**src/hoc_cfg.svh**
```systemverilog
// constants for the hall output conditioning block
`ifndef HOC_CFG_SVH
`define HOC_CFG_SVH

// ***************************************************************
// widths
// ***************************************************************
`define HOC_ADDR_W 8
`define HOC_HALL_W 16
`define HOC_RES_W 18
`define HOC_CODE_W 12
`define HOC_LINES 3

// ***************************************************************
// register offsets
// ***************************************************************
`define HOC_OFS_LPSEL 8'h00
`define HOC_OFS_CLAMP_LO 8'h04
`define HOC_OFS_CLAMP_HI 8'h08
`define HOC_OFS_CHECK 8'h0C
`define HOC_OFS_CTRL 8'h10
`define HOC_OFS_STATUS 8'h14

// ***************************************************************
// field positions
// ***************************************************************
`define HOC_CHK_LPAR_LSB 0
`define HOC_CHK_COLPAR_LSB 4
`define HOC_CTRL_CLAMP_EN 0
`define HOC_ST_CODE_LSB 0
`define HOC_ST_CORRECTED 16
`define HOC_ST_UNCORR 17
`define HOC_ST_UNDER 18
`define HOC_ST_OVER 19
`define HOC_LPSEL_BYPASS 3'h7

// ***************************************************************
// reset values
// ***************************************************************
`define HOC_RST_LPSEL 12'h000
`define HOC_RST_CLAMP_LO 12'h000
`define HOC_RST_CLAMP_HI 12'hFFF
`define HOC_RST_LPAR 3'h0
`define HOC_RST_COLPAR 12'hFFF
`define HOC_RST_CLAMP_EN 1'h1

// ***************************************************************
// output levels
// ***************************************************************
`define HOC_CODE_FULL 12'hFFF
`define HOC_CODE_SUPPLY 12'hF85

// ***************************************************************
// timing
// ***************************************************************
`define HOC_CLK_HZ 200000000
`define HOC_LPF_RATE_HZ 16000
`define HOC_INT_RATE_HZ 256000
`define HOC_LPF_DIV (`HOC_CLK_HZ / `HOC_LPF_RATE_HZ)
`define HOC_INT_DIV (`HOC_CLK_HZ / `HOC_INT_RATE_HZ)
`define HOC_LPF_FRAC 8
`define HOC_INT_FRAC 4
`define HOC_INT_SHIFT 2

`endif

```
**src/hoc_pkg.sv**
```systemverilog
// types shared by the hall output conditioning block
`include "hoc_cfg.svh"

package hoc_pkg;

    typedef struct packed {
        logic valid;
        logic signed [`HOC_HALL_W-1:0] data;
    } hoc_sample_t;

    typedef enum logic [2:0] {
        HOC_MODE_RUN = 3'b001,
        HOC_MODE_SUPPLY = 3'b010,
        HOC_MODE_MEMORY = 3'b100
    } hoc_mode_t;

    typedef struct packed {
        logic [2:0] lowpass_select;
        logic [`HOC_CODE_W-1:0] clamp_low_level;
        logic [`HOC_CODE_W-1:0] clamp_high_level;
    } hoc_settings_t;

endpackage

```
**src/hoc_buf2.sv**
```systemverilog
// two-entry buffer with valid and ready on both sides
`timescale 1ns/10ps
`default_nettype none
`include "hoc_cfg.svh"

module hoc_buf2 (
    // clock and reset
    input wire logic i_sys_clk,
    input wire logic i_resetn,
    input wire logic i_clk_en,
    // filling side
    input wire hoc_pkg::hoc_sample_t i_in,
    output logic o_in_ready,
    // draining side
    output hoc_pkg::hoc_sample_t o_out,
    input wire logic i_out_ready
);
    import hoc_pkg::*;

    logic [1:0] count;
    logic [1:0] next_count;
    logic signed [`HOC_HALL_W-1:0] head;
    logic signed [`HOC_HALL_W-1:0] next_head;
    logic signed [`HOC_HALL_W-1:0] tail;
    logic signed [`HOC_HALL_W-1:0] next_tail;
    logic push;
    logic pop;

    assign o_in_ready = (count != 2'h2);
    assign o_out.valid = (count != 2'h0);
    assign o_out.data = head;

    always_comb begin
        push = i_in.valid && o_in_ready;
        pop = o_out.valid && i_out_ready;
        next_count = count;
        next_head = head;
        next_tail = tail;
        if (push && !pop) begin
            next_count = 2'(count + 2'h1);
        end else if (pop && !push) begin
            next_count = 2'(count - 2'h1);
        end
        if (pop) begin
            next_head = tail;
        end
        if (push) begin
            if (count == 2'h0 || (count == 2'h1 && pop)) begin
                next_head = i_in.data;
            end else begin
                next_tail = i_in.data;
            end
        end
    end

    always_ff @(posedge i_sys_clk or negedge i_resetn) begin
        if (!i_resetn) begin
            count <= 2'h0;
            head <= '0;
            tail <= '0;
        end else if (i_clk_en) begin
            count <= next_count;
            head <= next_head;
            tail <= next_tail;
        end
    end

endmodule
`default_nettype wire

```
**src/hoc_lpf.sv**
```systemverilog
// selectable first-order input low-pass filter
`timescale 1ns/10ps
`default_nettype none
`include "hoc_cfg.svh"

module hoc_lpf (
    // clock and reset
    input wire logic i_sys_clk,
    input wire logic i_resetn,
    input wire logic i_clk_en,
    // control
    input wire logic [2:0] i_sel,
    input wire logic i_tick,
    // converter samples
    input wire hoc_pkg::hoc_sample_t i_in,
    output logic o_in_ready,
    // filtered samples
    output hoc_pkg::hoc_sample_t o_out,
    input wire logic i_out_ready
);
    import hoc_pkg::*;

    localparam int ACC_W = `HOC_HALL_W + `HOC_LPF_FRAC;

    logic signed [ACC_W-1:0] acc;
    logic signed [ACC_W-1:0] next_acc;
    logic signed [`HOC_HALL_W-1:0] hold;
    logic signed [`HOC_HALL_W-1:0] next_hold;
    logic pend;
    logic next_pend;
    logic signed [ACC_W-1:0] x_ext;
    logic signed [ACC_W:0] diff;
    logic signed [ACC_W:0] step;
    logic signed [ACC_W:0] rounded;
    logic [2:0] shamt;

    assign o_in_ready = !pend;
    assign o_out.valid = pend;
    assign o_out.data = hold;

    always_comb begin
        x_ext = {i_in.data, {`HOC_LPF_FRAC{1'b0}}};
        shamt = 3'(3'h7 - i_sel);
        diff = {x_ext[ACC_W-1], x_ext} - {acc[ACC_W-1], acc};
        step = diff >>> shamt;
        rounded = {acc[ACC_W-1], acc} + (ACC_W+1)'(1 << (`HOC_LPF_FRAC - 1));
        next_acc = acc;
        next_hold = hold;
        next_pend = pend;
        if (i_in.valid && o_in_ready) begin
            if (i_sel == `HOC_LPSEL_BYPASS) begin
                next_acc = x_ext;
            end else begin
                next_acc = acc + step[ACC_W-1:0];
            end
        end
        if (pend && i_out_ready) begin
            next_pend = 1'b0;
        end else if (i_tick && !pend) begin
            next_pend = 1'b1;
            next_hold = rounded[ACC_W-1:`HOC_LPF_FRAC];
        end
    end

    always_ff @(posedge i_sys_clk or negedge i_resetn) begin
        if (!i_resetn) begin
            acc <= '0;
            hold <= '0;
            pend <= 1'b0;
        end else if (i_clk_en) begin
            acc <= next_acc;
            hold <= next_hold;
            pend <= next_pend;
        end
    end

endmodule
`default_nettype wire

```
**src/hoc_top.sv**
```systemverilog
// hall sensor output conditioning: filters, clamping, error overrides
//
// Design decisions made here: the register offsets and the address-and-strobe port.
`timescale 1ns/10ps
`default_nettype none
`include "hoc_cfg.svh"

module hoc_top #(
    parameter int P_LPF_DIV = `HOC_LPF_DIV
) (
    // clock, reset, enable
    input wire logic i_sys_clk,
    input wire logic i_resetn,
    input wire logic i_clk_en,
    // register port
    input wire logic [`HOC_ADDR_W-1:0] i_reg_addr,
    input wire logic [31:0] i_reg_wdata,
    input wire logic i_reg_wr,
    input wire logic i_reg_rd,
    output logic [31:0] o_reg_rdata,
    // hall converter samples
    input wire hoc_pkg::hoc_sample_t i_hall,
    output logic o_hall_ready,
    // samples to processing core
    output hoc_pkg::hoc_sample_t o_core,
    input wire logic i_core_ready,
    // results from processing core
    input wire logic i_result_valid,
    input wire logic signed [`HOC_RES_W-1:0] i_result_data,
    // supply monitor pins
    input wire logic i_supply_under_threshold,
    input wire logic i_supply_over_threshold,
    // output converter
    output logic [`HOC_CODE_W-1:0] o_dac_code,
    output logic o_dac_strobe
);
    import hoc_pkg::*;

    localparam int INT_DIV = `HOC_INT_DIV;
    localparam int ZW = `HOC_CODE_W + `HOC_INT_FRAC;

    // ***************************************************************
    // rate ticks
    // ***************************************************************
    logic [13:0] lpf_cnt;
    logic [13:0] next_lpf_cnt;
    logic [9:0] int_cnt;
    logic [9:0] next_int_cnt;
    logic lpf_tick;
    logic int_tick;

    always_comb begin
        lpf_tick = (lpf_cnt == 14'(P_LPF_DIV - 1));
        int_tick = (int_cnt == 10'(INT_DIV - 1));
        next_lpf_cnt = lpf_tick ? 14'h0000 : 14'(lpf_cnt + 14'h0001);
        next_int_cnt = int_tick ? 10'h000 : 10'(int_cnt + 10'h001);
    end

    always_ff @(posedge i_sys_clk or negedge i_resetn) begin
        if (!i_resetn) begin
            lpf_cnt <= 14'h0000;
            int_cnt <= 10'h000;
        end else if (i_clk_en) begin
            lpf_cnt <= next_lpf_cnt;
            int_cnt <= next_int_cnt;
        end
    end

    // ***************************************************************
    // supply monitor synchronisers
    // ***************************************************************
    logic [1:0] sup_pin;
    logic [1:0] sup_s1;
    logic [1:0] sup_s2;
    logic [1:0] sup_s3;
    logic [1:0] sup_lvl;
    logic [1:0] next_sup_lvl;

    assign sup_pin = {i_supply_over_threshold, i_supply_under_threshold};
    genvar gs;
    generate
        for (gs = 0; gs < 2; gs++) begin : g_sync
            always_comb next_sup_lvl[gs] = (sup_s2[gs] == sup_s3[gs]) ? sup_s3[gs] : sup_lvl[gs];
            always_ff @(posedge i_sys_clk or negedge i_resetn) begin
                if (!i_resetn) begin
                    sup_s1[gs] <= 1'b0;
                    sup_s2[gs] <= 1'b0;
                    sup_s3[gs] <= 1'b0;
                    sup_lvl[gs] <= 1'b0;
                end else if (i_clk_en) begin
                    sup_s1[gs] <= sup_pin[gs];
                    sup_s2[gs] <= sup_s1[gs];
                    sup_s3[gs] <= sup_s2[gs];
                    sup_lvl[gs] <= next_sup_lvl[gs];
                end
            end
        end
    endgenerate

    // ***************************************************************
    // settings registers
    // ***************************************************************
    logic [`HOC_CODE_W-1:0] line_q [`HOC_LINES];
    logic [`HOC_CODE_W-1:0] next_line [`HOC_LINES];
    logic [`HOC_LINES-1:0] lpar;
    logic [`HOC_LINES-1:0] next_lpar;
    logic [`HOC_CODE_W-1:0] colpar;
    logic [`HOC_CODE_W-1:0] next_colpar;
    logic clamp_en;
    logic next_clamp_en;

    always_comb begin
        next_lpar = lpar;
        next_colpar = colpar;
        next_clamp_en = clamp_en;
        if (i_reg_wr && i_reg_addr == `HOC_OFS_CHECK) begin
            next_lpar = i_reg_wdata[`HOC_CHK_LPAR_LSB +: `HOC_LINES];
            next_colpar = i_reg_wdata[`HOC_CHK_COLPAR_LSB +: `HOC_CODE_W];
        end else if (i_reg_wr && i_reg_addr == `HOC_OFS_CTRL) begin
            next_clamp_en = i_reg_wdata[`HOC_CTRL_CLAMP_EN];
        end
    end

    always_ff @(posedge i_sys_clk or negedge i_resetn) begin
        if (!i_resetn) begin
            lpar <= `HOC_RST_LPAR;
            colpar <= `HOC_RST_COLPAR;
            clamp_en <= `HOC_RST_CLAMP_EN;
        end else if (i_clk_en) begin
            lpar <= next_lpar;
            colpar <= next_colpar;
            clamp_en <= next_clamp_en;
        end
    end

    // ***************************************************************
    // per-line parity check and correction
    // ***************************************************************
    logic [`HOC_LINES-1:0] line_err;
    logic [`HOC_CODE_W-1:0] col_syn;
    logic [`HOC_CODE_W-1:0] line_fix [`HOC_LINES];
    logic [1:0] err_lines;
    logic mem_corrected;
    logic mem_uncorr;
    hoc_settings_t settings;

    genvar gl;
    generate
        for (gl = 0; gl < `HOC_LINES; gl++) begin : g_line
            localparam logic [`HOC_ADDR_W-1:0] LINE_OFS = (gl == 0) ? `HOC_OFS_LPSEL :
                (gl == 1) ? `HOC_OFS_CLAMP_LO : `HOC_OFS_CLAMP_HI;
            localparam logic [`HOC_CODE_W-1:0] LINE_RST = (gl == 0) ? `HOC_RST_LPSEL :
                (gl == 1) ? `HOC_RST_CLAMP_LO : `HOC_RST_CLAMP_HI;
            always_comb begin
                next_line[gl] = line_q[gl];
                if (i_reg_wr && i_reg_addr == LINE_OFS) begin
                    next_line[gl] = i_reg_wdata[`HOC_CODE_W-1:0];
                end
                line_err[gl] = (^line_q[gl]) ^ lpar[gl];
                line_fix[gl] = line_q[gl];
                if (line_err[gl] && err_lines == 2'h1) begin
                    line_fix[gl] = line_q[gl] ^ col_syn;
                end
            end
            always_ff @(posedge i_sys_clk or negedge i_resetn) begin
                if (!i_resetn) begin
                    line_q[gl] <= LINE_RST;
                end else if (i_clk_en) begin
                    line_q[gl] <= next_line[gl];
                end
            end
        end
    endgenerate

    always_comb begin
        col_syn = colpar ^ line_q[0] ^ line_q[1] ^ line_q[2];
        err_lines = 2'({1'b0, line_err[0]} + {1'b0, line_err[1]} + {1'b0, line_err[2]});
        mem_corrected = (err_lines == 2'h1) && (col_syn != 12'h000);
        mem_uncorr = (err_lines >= 2'h2);
        settings.lowpass_select = line_fix[0][2:0];
        settings.clamp_low_level = line_fix[1];
        settings.clamp_high_level = line_fix[2];
    end

    // ***************************************************************
    // input filter path
    // ***************************************************************
    hoc_sample_t lpf_out;
    logic buf_ready;
    hoc_lpf u_lpf (
        .i_sys_clk(i_sys_clk),
        .i_resetn(i_resetn),
        .i_clk_en(i_clk_en),
        .i_sel(settings.lowpass_select),
        .i_tick(lpf_tick),
        .i_in(i_hall),
        .o_in_ready(o_hall_ready),
        .o_out(lpf_out),
        .i_out_ready(buf_ready)
    );

    hoc_buf2 u_buf (
        .i_sys_clk(i_sys_clk),
        .i_resetn(i_resetn),
        .i_clk_en(i_clk_en),
        .i_in(lpf_out),
        .o_in_ready(buf_ready),
        .o_out(o_core),
        .i_out_ready(i_core_ready)
    );

    // ***************************************************************
    // saturation, interpolation, clamping, overrides
    // ***************************************************************
    logic [`HOC_CODE_W-1:0] sat_code;
    logic [`HOC_CODE_W-1:0] next_sat_code;
    logic [ZW-1:0] interp;
    logic [ZW-1:0] next_interp;
    logic signed [ZW+1:0] idiff;
    logic signed [ZW+1:0] istep;
    logic [ZW:0] iround;
    logic [`HOC_CODE_W-1:0] int_code;
    logic [`HOC_CODE_W-1:0] clamp_a;
    logic [`HOC_CODE_W-1:0] clamp_b;
    hoc_mode_t mode;
    hoc_mode_t next_mode;
    logic [`HOC_CODE_W-1:0] next_dac_code;
    logic next_dac_strobe;

    always_comb begin
        next_sat_code = sat_code;
        if (i_result_valid) begin
            if (i_result_data < 0) begin
                next_sat_code = 12'h000;
            end else if (i_result_data > 18'sh00FFF) begin
                next_sat_code = `HOC_CODE_FULL;
            end else begin
                next_sat_code = i_result_data[`HOC_CODE_W-1:0];
            end
        end
        idiff = {2'b00, sat_code, {`HOC_INT_FRAC{1'b0}}} - {2'b00, interp};
        istep = idiff >>> `HOC_INT_SHIFT;
        next_interp = int_tick ? ZW'(interp + istep[ZW-1:0]) : interp;
        iround = {1'b0, interp} + (ZW+1)'(1 << (`HOC_INT_FRAC - 1));
        int_code = iround[ZW] ? `HOC_CODE_FULL : iround[ZW-1:`HOC_INT_FRAC];
        clamp_a = (clamp_en && int_code < settings.clamp_low_level)
            ? settings.clamp_low_level : int_code;
        clamp_b = (clamp_en && clamp_a > settings.clamp_high_level)
            ? settings.clamp_high_level : clamp_a;
        if (mem_uncorr) begin
            next_mode = HOC_MODE_MEMORY;
        end else if (sup_lvl != 2'b00) begin
            next_mode = HOC_MODE_SUPPLY;
        end else begin
            next_mode = HOC_MODE_RUN;
        end
        next_dac_code = o_dac_code;
        if (int_tick) begin
            case (mode)
                HOC_MODE_MEMORY: next_dac_code = `HOC_CODE_FULL;
                HOC_MODE_SUPPLY: next_dac_code = `HOC_CODE_SUPPLY;
                default: next_dac_code = clamp_b;
            endcase
        end
        next_dac_strobe = int_tick;
    end

    always_ff @(posedge i_sys_clk or negedge i_resetn) begin
        if (!i_resetn) begin
            sat_code <= 12'h000;
            interp <= '0;
            mode <= HOC_MODE_RUN;
            o_dac_code <= 12'h000;
            o_dac_strobe <= 1'b0;
        end else if (i_clk_en) begin
            sat_code <= next_sat_code;
            interp <= next_interp;
            mode <= next_mode;
            o_dac_code <= next_dac_code;
            o_dac_strobe <= next_dac_strobe;
        end
    end

    // ***************************************************************
    // register read port
    // ***************************************************************
    logic [31:0] next_rdata;
    always_comb begin
        next_rdata = 32'h00000000;
        if (i_reg_rd) begin
            if (i_reg_addr == `HOC_OFS_LPSEL) begin
                next_rdata = {20'h00000, line_q[0]};
            end else if (i_reg_addr == `HOC_OFS_CLAMP_LO) begin
                next_rdata = {20'h00000, line_q[1]};
            end else if (i_reg_addr == `HOC_OFS_CLAMP_HI) begin
                next_rdata = {20'h00000, line_q[2]};
            end else if (i_reg_addr == `HOC_OFS_CHECK) begin
                next_rdata[`HOC_CHK_LPAR_LSB +: `HOC_LINES] = lpar;
                next_rdata[`HOC_CHK_COLPAR_LSB +: `HOC_CODE_W] = colpar;
            end else if (i_reg_addr == `HOC_OFS_CTRL) begin
                next_rdata[`HOC_CTRL_CLAMP_EN] = clamp_en;
            end else if (i_reg_addr == `HOC_OFS_STATUS) begin
                next_rdata[`HOC_ST_CODE_LSB +: `HOC_CODE_W] = o_dac_code;
                next_rdata[`HOC_ST_CORRECTED] = mem_corrected;
                next_rdata[`HOC_ST_UNCORR] = mem_uncorr;
                next_rdata[`HOC_ST_UNDER] = sup_lvl[0];
                next_rdata[`HOC_ST_OVER] = sup_lvl[1];
            end
        end
    end

    always_ff @(posedge i_sys_clk or negedge i_resetn) begin
        if (!i_resetn) begin
            o_reg_rdata <= 32'h00000000;
        end else if (i_clk_en) begin
            o_reg_rdata <= next_rdata;
        end
    end

endmodule
`default_nettype wire

```
**config.mk**
```make
export PLATFORM = sky130hd
export DESIGN_NAME = hoc_top
export DESIGN_NICKNAME = d
export VERILOG_FILES = /design/src/hoc_pkg.sv /design/src/hoc_buf2.sv /design/src/hoc_lpf.sv /design/src/hoc_top.sv
export VERILOG_INCLUDE_DIRS = /design/src
export SDC_FILE = /design/constraint.sdc
export NUM_CORES = 1
export LEC_CHECK = 0
export BUFFER_PORTS_ARGS = -buffer_cell sky130_fd_sc_hd__buf_2
export CAP_MARGIN = 20
export CORE_MARGIN = 5
export CORE_UTILIZATION = 40
export CTS_CLUSTER_DIAMETER = 120
export DETAILED_ROUTE_END_ITERATION = 6
export MAX_ROUTING_LAYER = met4
export PLACE_DENSITY = 0.67
export SLEW_MARGIN = 40
export SYNTH_ARGS = -nofsm -noshare
export SYNTH_HDL_FRONTEND = slang
export SYNTH_SLANG_ARGS = --single-unit
```
**constraint.sdc**
```tcl
create_clock -name i_sys_clk -period 8.1 [get_ports i_sys_clk]
set_input_delay 0.405 -clock i_sys_clk [delete_from_list [all_inputs] [get_ports i_sys_clk]]
set_output_delay 0.405 -clock i_sys_clk [all_outputs]
set_load 0.005 [all_outputs]
```
==> results.ini <==
[run_status]
outcome=complete, no violations

[synth]
synth_compound_area_share_pct=18.2
ys_async_sr_fraction_pct=100
synth_top_family_by_area=compound AO/OA/AOI/OAI gates
synthMuxAreaShare_pct=9.08
yosysTopAreaCellShare_pct=30.6
synth.yosys.seq_area_share_pct=34.9
synth-xor-area-share_pct=10.2
synth_cell_type_count=83
synthAdderAreaFrac_pct=7.99
yosys_warnings=0
synthFlopType=dfrtp_1
synth_area_sq_um=16100
synthTopCellsByCount=197 x dfrtp_1, 162 x nand2_1, 139 x nor2_1
synth_seq_cells=223
synthSimpleGateAreaFrac_pct=14.4
syn_area_per_cell_sq_um=9.05
yosysTopAreaCell=dfrtp_1
synth_edf_count=0
yosysMostFrequentCell=dfrtp_1
syn-instance-count=1779
synthTopCellsByArea=dfrtp_1 31%, ha_1 7.6%, xnor2_1 6.9%

[timing]
rsz0062_at_grt=no
hold_violations=0
tightestPinTransition_ns=0.866
holdWs_ns=0.0663
finalCritPeriodShare_pct=90.4
skew_ns=0.0395
drv_slew=0
fin_crit_ns=7.33
max_slew_margin_pct=42.1
finalSetupViolCount=0
setup_tns_ns=0
max_freq_mhz=137
setup_ws_ns=0.775

[floorplanning]
ioPinCount=147
core-area_sq_um=39700
dieArea_sq_um=44300
row_count=73
start_util_pct=40.5
die_height_um=211
chipWidth_um=211

[final_layout]
final_cell_area_sq_um=18000
drive_gt1_share_pct=17.2
seqCellArea_sq_um=5610
fin_cells=2400
syn2layout_area_growth_pct=11.9
nNetsFinal=2037
fillers=3836
multi_input_area_sq_um=9740
final_util_pct=45.3

[route]
remaining_drc_errors=0
drt_iter0_markers=1071
drt_wl_total_mm=42.3
wl_per_cell_um=17.6
drtAntennaViolNets=0
vias=13300
routed_via_density=5.53
drt-pass1-iter-count=5

[power]
power_mw=5.48
vdd_drop_max_v=0.000164
internal-power_mw=3.21
switching_share_pct=41.5
seqPwrFrac_pct=26.7
cellLeakagePower_nw=8.29
power_density_nw_per_um2=304
switchingPower_mw=2.28
clkPwrFrac_pct=22.7
power_frac_comb_pct=50.7

[worst_setup_path]
crit_chain=xnor2_1 > xnor3_1 > xnor2_2 > fa_1 > nand2b_1 > nor2_4 > mux2i_2 > a21oi_1 > a221oi_2 > o21ai_2 > o21ai_0 > ha_1 > a21o_1 > a21oi_1 > a21boi_0 > o41ai_2 > o21ai_1 > o41ai_1 > o2111ai_1 > xnor2_1 > nor4_1 > a211o_1
crit_start=line_q[25]$_DFFE_PN0P_
cp-start-kind=flop
cp-end-kind=flop
crit_fanout=14
max_stage_delay_ns=0.69
slowest_stage=mux2i_2
r2r-start=line_q[25]$_DFFE_PN0P_
crit_required_ns=8.51
arrival_ns=7.74
worstSetupPathType=flop to flop

[clock_tree]
clock-sinks=223
clockRootBuffer=clkbuf_16
htreeDepth=1
cts_tree=built
cts_resized=0
clk_pin_slew_ns=0.06
post-cts-setup-buffers=0
cts_made_buffers=25
clk_path_buf_depth=3
insertion_delay_ns=0.57

[worst_hold_path]
hp-class=input port to flop
hold_path.startpoint=i_reg_wdata[15]

[global_routing]
grt_overflow=0
grt_pass1_vias=12900
grt_max_degree=85
grt_use_total_pct=19.0
grt_pass1_wl_mm=67.7
antenna_found_initial=5

[job]
drv_cap=0

[place]
io_buffers=118
post-place-ws_ns=0.872
place_hpwl_mm=31.8
dp.cells=2349
routabilityCongestion=0.940
placed_cell_area_sq_um=17100

[state kept, by name, indices dropped and copies added, names as in the netlist, 3 cells and up]
signal / cells
mode: 3
int_cnt: 10
o_reg_rdata: 20
sat_code: 12
lpf_cnt: 14
lpar: 3
interp: 16
u_lpf.hold: 16
colpar: 12
o_dac_code: 12
u_lpf.acc: 24
line_q: 36
u_buf.tail: 16
u_buf.head: 16
[metal layers]
| metal | GRT usage (%) | share of wire (%) |
|---|---|---|
| met4 | 6.24 | 3.0 |
| met1 | 26.0 | 46 |
| met2 | 29.1 | 45 |
| met3 | 2.74 | 5.8 |
| met5 | - | 0 |
[power by group through the flow]
stage | registers, mW | clock network [mW] | logic (mW)
2_1_floorplan | 1.41 | 0 | 2.19
3_3_place_gp | 1.47 | 0 | 2.66
3_5_place_dp | 1.48 | 0 | 2.73
4_1_cts | 1.46 | 1.27 | 2.75
5_1_grt | 1.48 | 1.31 | 3.09
6_report | 1.46 | 1.24 | 2.78
[cells by family after synthesis]
| logic type | count (synthesis) |
|---|---|
| compound gates | 450 |
| mux | 134 |
| fa+ha+maj | 101 |
| flops | 223 |
| xor+xnor | 176 |
| simple gates | 497 |
| other cells | 1 |
| buf+inv | 197 |
[path summary, 6_finish.rpt]
kind	end	slack [ns]	depth (start not counted)
max	u_lpf.acc[23]$_DFFE_PN0P_	0.77	22
max reg2reg	u_lpf.acc[23]$_DFFE_PN0P_	0.77	22
min in group asynchronous	o_reg_rdata[3]$_DFFE_PN0P_	0.39	2
min reg2reg	sup_lvl[1]$_DFFE_PN0P_	0.49	2
max in group asynchronous	u_buf.tail[13]$_DFFE_PN0P_	6.47	3
min	colpar[11]$_DFFE_PN1P_	0.07	2
[layout make-up]
type,instances,share of cell area [%]
Tap cell,525,3.65
Multi-Input combinational cell,1370,54.1
Sequential cell,223,31.2
Clock buffer,31,3.88
Antenna cell,4,0.0556
Clock inverter,15,1.09
Timing Repair Buffer,133,4.06
Inverter,99,2.06
[timing repair]
| action | CTS | global route |
|---|---|---|
| endpoints found under the setup margin | 0 | 0 |
| hold buffers | 1 | 0 |
| hold endpoints to repair | 72 | 0 |
[critical path: cells and delay by family, from the launching register on]
kind,cells,cell delay (ns)
AO/OA/AOI/OAI,12,3.20
XOR/XNOR,4,1.16
adder cells (fa/ha/maj),2,0.79
flip-flops,1,0.65
multiplexers,1,0.69
AND/OR/NAND/NOR,3,0.67
[placed cells by master, fill, tap and decap left out, types with 27 or more instances in the layout]
| master | synthesis | final |
|---|---|---|
| buf_2 | 19 | 117 |
| mux2i_1 | 48 | 47 |
| ha_1 | 98 | 98 |
| nand2_1 | 162 | 161 |
| a21oi_1 | 124 | 124 |
| xnor2_1 | 127 | 127 |
| inv_1 | 99 | 99 |
| o31ai_1 | 27 | 27 |
| o21ai_0 | 90 | 90 |
| mux2_2 | 81 | 81 |
| dfrtp_1 | 197 | 197 |
| xor2_1 | 40 | 39 |
| nand3_1 | 35 | 35 |
| nor3_1 | 37 | 37 |
| o22ai_1 | 45 | 45 |
| nor2_1 | 139 | 138 |
Power figures use the tool's default switching activity.
